## src/dcgm_params.svh

```systemverilog
// Constants for the dual-channel guard monitor.
`ifndef DCGM_PARAMS_SVH
`define DCGM_PARAMS_SVH
`define DCGM_CLK_HZ            40000000
`define DCGM_SHORT_TIME_MS     2000
`define DCGM_SHORT_CYCLES      ((`DCGM_CLK_HZ / 1000) * `DCGM_SHORT_TIME_MS)
`define DCGM_BASE_RESP_US      10000
`define DCGM_DEB_DEFAULT_US    6000
`define DCGM_DEB_CYCLES        ((`DCGM_CLK_HZ / 1000000) * `DCGM_DEB_DEFAULT_US)
`define DCGM_RESP_CYCLES       ((`DCGM_CLK_HZ / 1000000) * `DCGM_BASE_RESP_US)
`define DCGM_MODE_EQUAL        1'b0
`define DCGM_MODE_COMPL        1'b1
`endif

```

## src/dcgm_pkg.sv

```systemverilog
// Types shared by the dual-channel guard monitor.
package dcgm_pkg;
    typedef enum logic [2:0] {
        DCGM_ST_STOP,
        DCGM_ST_WAIT_OPEN,
        DCGM_ST_WAIT_CLOSE,
        DCGM_ST_READY,
        DCGM_ST_RUN
    } dcgm_state_t;

    typedef struct packed {
        logic ch_a;
        logic ch_b;
    } dcgm_chan_t;

    typedef struct packed {
        logic discrepancy;
        logic compl_loss;
        logic short_chan;
    } dcgm_fault_t;
endpackage : dcgm_pkg

```

## src/dcgm_monitor.sv

```systemverilog
// Dual-channel guard monitor with reset interlock and safety output switch.
`timescale 1ns/1ps
`include "dcgm_params.svh"
module dcgm_monitor #(
    parameter int DEB_CYCLES   = `DCGM_DEB_CYCLES,
    parameter int SHORT_CYCLES = `DCGM_SHORT_CYCLES,
    parameter int DISC_CYCLES  = `DCGM_RESP_CYCLES
) (
    input  wire logic               clk,
    input  wire logic               resetn,
    input  wire logic               compl_mode,
    input  wire logic               auto_reset,
    input  wire logic               reset_req,
    input  wire logic               open_window,
    input  wire dcgm_pkg::dcgm_chan_t chan_in,
    output logic                    safety_output_switch,
    output dcgm_pkg::dcgm_fault_t   fault,
    output logic                    reset_enabled,
    output logic                    reset_refused
);
    import dcgm_pkg::*;

    localparam int SW = $clog2(SHORT_CYCLES + 1);
    localparam int DW = $clog2(DISC_CYCLES + 1);

    wire dcgm_chan_t deb;
    logic        a_closed;
    logic        b_closed;
    logic        guard_run;
    logic        any_open;
    logic        both_open;
    logic        both_closed;
    dcgm_state_t st_q;
    dcgm_state_t st_d;
    dcgm_fault_t flt_q;
    dcgm_fault_t flt_d;
    logic [SW-1:0] short_q;
    logic [SW-1:0] short_d;
    logic [DW-1:0] disc_q;
    logic [DW-1:0] disc_d;
    logic        out_q;
    logic        out_d;
    logic        ren_q;
    logic        ren_d;
    logic        ref_q;
    logic        ref_d;

    dcgm_debounce #(.DEB_CYCLES(DEB_CYCLES)) u_deb_a (
        .clk        (clk),
        .resetn     (resetn),
        .raw_closed (chan_in.ch_a),
        .closed     (deb.ch_a)
    );
    dcgm_debounce #(.DEB_CYCLES(DEB_CYCLES)) u_deb_b (
        .clk        (clk),
        .resetn     (resetn),
        .raw_closed (chan_in.ch_b),
        .closed     (deb.ch_b)
    );

    // In complementary mode channel B is inverted so both read closed on run.
    // combined channel state
    assign a_closed    = deb.ch_a;
    assign b_closed    = compl_mode ? !deb.ch_b : deb.ch_b;
    assign guard_run   = a_closed && b_closed;
    assign any_open    = !a_closed || !b_closed;
    assign both_open   = !a_closed && !b_closed;
    assign both_closed = guard_run;

    always_comb begin
        st_d    = st_q;
        flt_d   = flt_q;
        short_d = '0;
        disc_d  = '0;
        ref_d   = 1'b0;
        if (a_closed != b_closed) begin
            if (disc_q >= DW'(DISC_CYCLES - 1)) begin
                flt_d.discrepancy = 1'b1;
                disc_d = disc_q;
            end else begin
                disc_d = disc_q + DW'(1);
            end
        end
        if (compl_mode && (deb.ch_a == deb.ch_b)) begin
            flt_d.compl_loss = 1'b1;
        end
        if (!compl_mode && guard_run && open_window) begin
            if (short_q >= SW'(SHORT_CYCLES - 1)) begin
                flt_d.short_chan = 1'b1;
                short_d = short_q;
            end else begin
                short_d = short_q + SW'(1);
            end
        end
        case (st_q)
            DCGM_ST_STOP: begin
                // interlock armed after reset
                // The filters read open straight after reset, so that reading
                // must never count as an opening of the guard.
                st_d = DCGM_ST_WAIT_OPEN;
            end
            DCGM_ST_WAIT_OPEN: begin
                if (both_open) begin
                    st_d = DCGM_ST_WAIT_CLOSE;
                end else if (reset_req) begin
                    ref_d = 1'b1;
                end
            end
            DCGM_ST_WAIT_CLOSE: begin
                if (both_closed) begin
                    st_d  = DCGM_ST_READY;
                    flt_d = '0;
                end else if (reset_req) begin
                    ref_d = 1'b1;
                end
            end
            DCGM_ST_READY: begin
                if (any_open) begin
                    st_d = both_open ? DCGM_ST_WAIT_CLOSE : DCGM_ST_WAIT_OPEN;
                end else if ((reset_req || auto_reset) && (flt_q == '0)) begin
                    st_d = DCGM_ST_RUN;
                end
            end
            DCGM_ST_RUN: begin
                if (any_open) begin
                    st_d = both_open ? DCGM_ST_WAIT_CLOSE : DCGM_ST_WAIT_OPEN;
                end
            end
            default: begin
                st_d = DCGM_ST_STOP;
            end
        endcase
        if (flt_d != '0 && (st_d == DCGM_ST_RUN || st_d == DCGM_ST_READY)) begin
            st_d = DCGM_ST_WAIT_OPEN;
        end
        out_d = (st_d == DCGM_ST_RUN);
        ren_d = (st_d == DCGM_ST_READY);
    end

    always_ff @(posedge clk or negedge resetn) begin
        if (!resetn) begin
            st_q    <= DCGM_ST_STOP;
            flt_q   <= '0;
            short_q <= '0;
            disc_q  <= '0;
            out_q   <= 1'b0;
            ren_q   <= 1'b0;
            ref_q   <= 1'b0;
        end else begin
            st_q    <= st_d;
            flt_q   <= flt_d;
            short_q <= short_d;
            disc_q  <= disc_d;
            out_q   <= out_d;
            ren_q   <= ren_d;
            ref_q   <= ref_d;
        end
    end

    assign safety_output_switch = out_q;
    assign fault                = flt_q;
    assign reset_enabled        = ren_q;
    assign reset_refused        = ref_q;
endmodule : dcgm_monitor

```

## src/dcgm_debounce.sv

```systemverilog
// Closed-to-open debounce filter for one contact channel.
`timescale 1ns/1ps
module dcgm_debounce #(
    parameter int DEB_CYCLES = 240000
) (
    input  wire logic clk,
    input  wire logic resetn,
    input  wire logic raw_closed,
    output logic      closed
);
    localparam int CW = $clog2(DEB_CYCLES + 1);
    logic [CW-1:0] cnt_q;
    logic [CW-1:0] cnt_d;
    logic          closed_q;
    logic          closed_d;

    // Closing is taken at once, opening only after the debounce time, so outside
    // complementary mode a longer debounce lengthens the stop response by exactly the excess.
    always_comb begin
        cnt_d    = '0;
        closed_d = closed_q;
        if (raw_closed) begin
            closed_d = 1'b1;
        end else if (closed_q) begin
            if (cnt_q >= CW'(DEB_CYCLES - 1)) begin
                closed_d = 1'b0;
            end else begin
                cnt_d = cnt_q + CW'(1);
            end
        end
    end

    always_ff @(posedge clk or negedge resetn) begin
        if (!resetn) begin
            cnt_q    <= '0;
            closed_q <= 1'b0;
        end else begin
            cnt_q    <= cnt_d;
            closed_q <= closed_d;
        end
    end

    assign closed = closed_q;
endmodule : dcgm_debounce

```

## config.mk

```make
export PLATFORM = sky130hd
export DESIGN_NAME = dcgm_monitor
export DESIGN_NICKNAME = d
export VERILOG_FILES = /design/src/dcgm_pkg.sv /design/src/dcgm_monitor.sv /design/src/dcgm_debounce.sv
export VERILOG_INCLUDE_DIRS = /design/src /design/src/src
export SDC_FILE = /design/constraint.sdc
export NUM_CORES = 1
export LEC_CHECK = 0
export ABC_AREA = 1
export BUFFER_PORTS_ARGS = -buffer_cell sky130_fd_sc_hd__buf_2
export CORE_MARGIN = 2
export CORE_UTILIZATION = 63
export CTS_CLUSTER_SIZE = 30
export DETAILED_ROUTE_END_ITERATION = 10
export GPL_TIMING_DRIVEN = 0
export PLACE_DENSITY = 0.8
export SYNTH_ARGS = -nofsm -noshare
export SYNTH_HDL_FRONTEND = slang
export SYNTH_SLANG_ARGS = --single-unit
```

## constraint.sdc

```tcl
create_clock -name clk -period 2.7 [get_ports clk]
set_input_delay 0.27 -clock clk [delete_from_list [all_inputs] [get_ports clk]]
set_output_delay 0.27 -clock clk [all_outputs]
set_load 0.05 [all_outputs]
```

==> summary.md <==
| Metric | Value |
|---|---|
| Outcome | finished clean |
| Critical Path Start Type | flop |
| Iteration-0 DRC Markers | 305 |
| Post-Syn Nets | 728 |
| Global-route wire length before repair | 19,800 um |
| Number of max-cap violations | 0 |
| FF+latch count, synth | 93 |
| DRT antenna net count | 0 |
| Mean Syn Cell Area | 7.47 um^2 |
| Die Wd | 96.0 um |
| CTS sink cnt | 93 |
| Post-CTS setup-driven buffer insertion count | 0 |
| Final Wtd Congestion | 0.910 |
| Crit path kind | flop to flop |
| Top FF cell, synth | dfrtp_1 |
| Top Metal Used | met4 |
| Worst EP required | 3.00 ns |
| Vias in the first global route | 4,588 |
| CP max FO | 10 |
| Synth Warn # | 0 |
| Power density cells | 432 nW/um^2 |
| Met3 routed WL | 526 um |
| Met1 wire length | 5110 um |
| Arrival @ worst endpoint | 2.68 ns |
| Switching Fraction | 25.0% |
| CORE AREA | 8220 um^2 |
| DRT Pass-1 Iters | 5 |
| Largest net degree at the start of global routing | 52 |
| Post-route worst setup slack | 0.321 ns |
| Final non-filler cell total | 850 |
| Leakage | 2.48 nW |
| F_max | 0.420 GHz |
| Number of enable flip-flop cells after synthesis | 0 |
| Post-DP HPWL | 8530 um |
| Die area | 9220 um^2 |
| Combinational cell fraction of total power | 4.2% |
| Place WS | 0.0590 ns |
| Vias/cell | 5.63 |
| Final critical-path share of the clock period | 88.1% |
| FFs w/ async S/R, synth | 100% |
| Wire length on met2 | 5770 um |
| HP Class | input pin to flop |
| DP Cell Count | 833 |
| Unrepaired setup endpoints after global routing | false |
| Slew Limit Headroom | 62.2% |
| Clock Skew | 0.0122 ns |
| Peak VDD IR | 0.324 mV |
| Mapped cell area | 5340 um^2 |
| Sequential area share after synthesis | 43.6% |
| CTS tree | yes |
| CTS Buffer Depth | 2 |
| Layout Nets | 754 |
| GR Util All Layers | 27.4% |
| Mapped Cells | 714 |
| Layout area overhead | 8.49% |
| Critical Path Sink Type | flop |
| Power share of the clock group | 39.3% |
| Count of different cell masters after synthesis | 42 |
| Internal | 1.88 mW |
| Final Setup Violations | 0 |
| Final Hold Slack | 0.0956 ns |
| Final Max Tran Viols | 0 |
| Drt drc | 0 |
| IO buf count | 13 |
| CP max stage delay | 0.44 ns |
| WL/cell | 13.7 um |
| Critical path's slowest cell | dfrtp_1 |
| Total gr overflow | 0 |
| TNS Setup | 0 ns |
| Later-pin clock latency in the skew report | 0.38 ns |
| Worst-path clk slew | 0.10 ns |
| Psw | 0.626 mW |
| # diodes | 0 |
| IO Pins | 14 |
| Share of cells above drive strength 1 | 7.92% |
| Die height | 96.0 um |
| Final wirelength | 11,600 um |
| Ordered cell list for the critical path | xnor2_1, inv_1, ha_1, nand3_2, clkinvlp_4, clkbuf_1, o31ai_1, a21oi_1 |
| H-tree depth | 3 |
| Final Hold Viols | 0 |
| TritonCTS buffer count | 9 |
| Root Driver | clkbuf_8 |
| Initial antenna violation count | 0 |
| Flop pwr share | 56.5% |
| Detailed-route via count | 4,783 |
| Initial Util | 64.9% |
| Rows | 33 |
| Final core utilization | 70.4% |
| Fin crit period | 2.38 ns |
| Least-Margin Pin Slew | 0.567 ns |
-- worst max-delay path: cells and delay by family, from the launching register on --
| family | cells | cell delay (ns) |
|---|---|---|
| compound gates | 2 | 0.32 |
| simple gates | 1 | 0.31 |
| fa+ha+maj | 1 | 0.26 |
| buf+inv | 3 | 0.78 |
| xor+xnor | 1 | 0.18 |
| flops | 1 | 0.44 |
-- what timing repair did --
action	4_1_cts	5_1_grt
endpoints found under the setup margin	0	20
hold buffers	1	0
resized for setup	0	2
endpoints found under the hold margin	42	0
-- kinds of logic (layout without fill, tap and decap cells) --
logic type | after synthesis | count (layout) | synth area share (%)
flip-flops | 93 | 93 | 43.6
AND/OR/NAND/NOR | 400 | 400 | 34.4
XOR/XNOR | 24 | 24 | 3.94
AO/OA/AOI/OAI | 86 | 86 | 8.84
adder cells (fa/ha/maj) | 6 | 6 | 1.41
buffers and inverters | 105 | 136 | 7.81
-- power groups by stage --
stage	Combinational [mW]	Clock [mW]	Sequential, mW
after floorplan	0.0473	0	1.44
after global placement	0.0966	0	1.44
after detailed placement	0.106	0	1.44
after CTS	0.108	1.00	1.41
after global routing	0.123	1.05	1.41
final	0.106	0.983	1.41
-- layer usage --
metal,track usage [%],vias to the layer above
met5,0,-
met4,9.76,0
met3,4.15,22
met2,47.4,121
met1,35.0,2242
li1,-,2398
-- layout make-up --
type / instances / area [um^2]
timing repair buffer: 15 / 105
tap: 105 / 131
fill: 678 / 2430
multi-input combinational: 516 / 2600
inverter: 97 / 368
buffer: 8 / 52.6
clock buffer: 9 / 124
sequential: 93 / 2330
clock inverter: 7 / 83.8
-- stage by stage --
stage / total power [mW] / area (um^2)
2_1_floorplan: 1.49 / 5340
3_5_place_dp: 1.55 / 5560
5_1_grt: 2.59 / 5790
4_1_cts: 2.52 / 5780
6_report: 2.50 / 5790
3_3_place_gp: 1.54 / 5530
-- final timing paths --
path / from / endpoint / slack (ns) / cells after the start
max reg2reg: u_deb_b.closed$_DFF_PN0_ / short_q[4]$_DFFE_PN0P_ / 0.32 / 8
min in group asynchronous: resetn / short_q[16]$_DFFE_PN0P_ / 0.41 / 2
max: u_deb_b.closed$_DFF_PN0_ / short_q[4]$_DFFE_PN0P_ / 0.32 / 8
max in group asynchronous: resetn / st_q[2]$_DFF_PN0_ / 1.64 / 3
min reg2reg: u_deb_b.cnt_q[0]$_DFF_PN0_ / u_deb_b.cnt_q[0]$_DFF_PN0_ / 0.46 / 1
min: chan_in[0] / u_deb_b.cnt_q[16]$_DFF_PN0_ / 0.1 / 2
-- state kept, by name, indices dropped and copies added, names as in the netlist --
name	cells
disc_q	19
fault	3
reset_enabled	1
reset_refused	1
safety_output_switch	1
short_q	27
st_q	3
u_deb_a.closed	1
u_deb_a.cnt_q	18
u_deb_b.closed	1
u_deb_b.cnt_q	18
-- cells in the final DEF, fill, tap and decap left out, types with 4 or more instances in the layout --
cell type,count
o21a_1,4
nand3_1,45
o21ai_0,33
nor3_1,48
nor2_2,4
a21oi_1,33
xor2_1,17
clkinvlp_4,4
nand2_1,136
a31oi_1,6
nand3_2,5
nand4_1,24
buf_2,14
inv_1,95
nor2_1,111
o31ai_1,4
xnor2_1,7
ha_1,6
dfrtp_1,93
nor4_1,11
clkbuf_8,9
-- Yosys cell counts (2+ instances only) --
cell        n  area share (%)
nand2_1   136             9.6
nor2_1    111             7.8
inv_1      95             6.7
dfrtp_1    93              44
nor3_1     48             4.5
nand3_1    46             4.3
a21oi_1    33             3.1
o21ai_0    33             3.1
nand4_1    24             2.8
xor2_1     17             2.8
nor4_1     11             1.3
xnor2_1     7             1.1
a31oi_1     6            0.70
ha_1        6             1.4
nand3_2     4            0.75
nor2_2      4            0.47
o21a_1      4            0.56
o31ai_1     4            0.56
a211oi_1    2            0.28
buf_2       2            0.19
buf_6       2            0.42
nand2_4     2            0.42
nand3_4     2            0.66
nor2_4      2            0.42
nor3b_1     2            0.28
or2_2       2            0.23
Power figures use the tool's default switching activity.
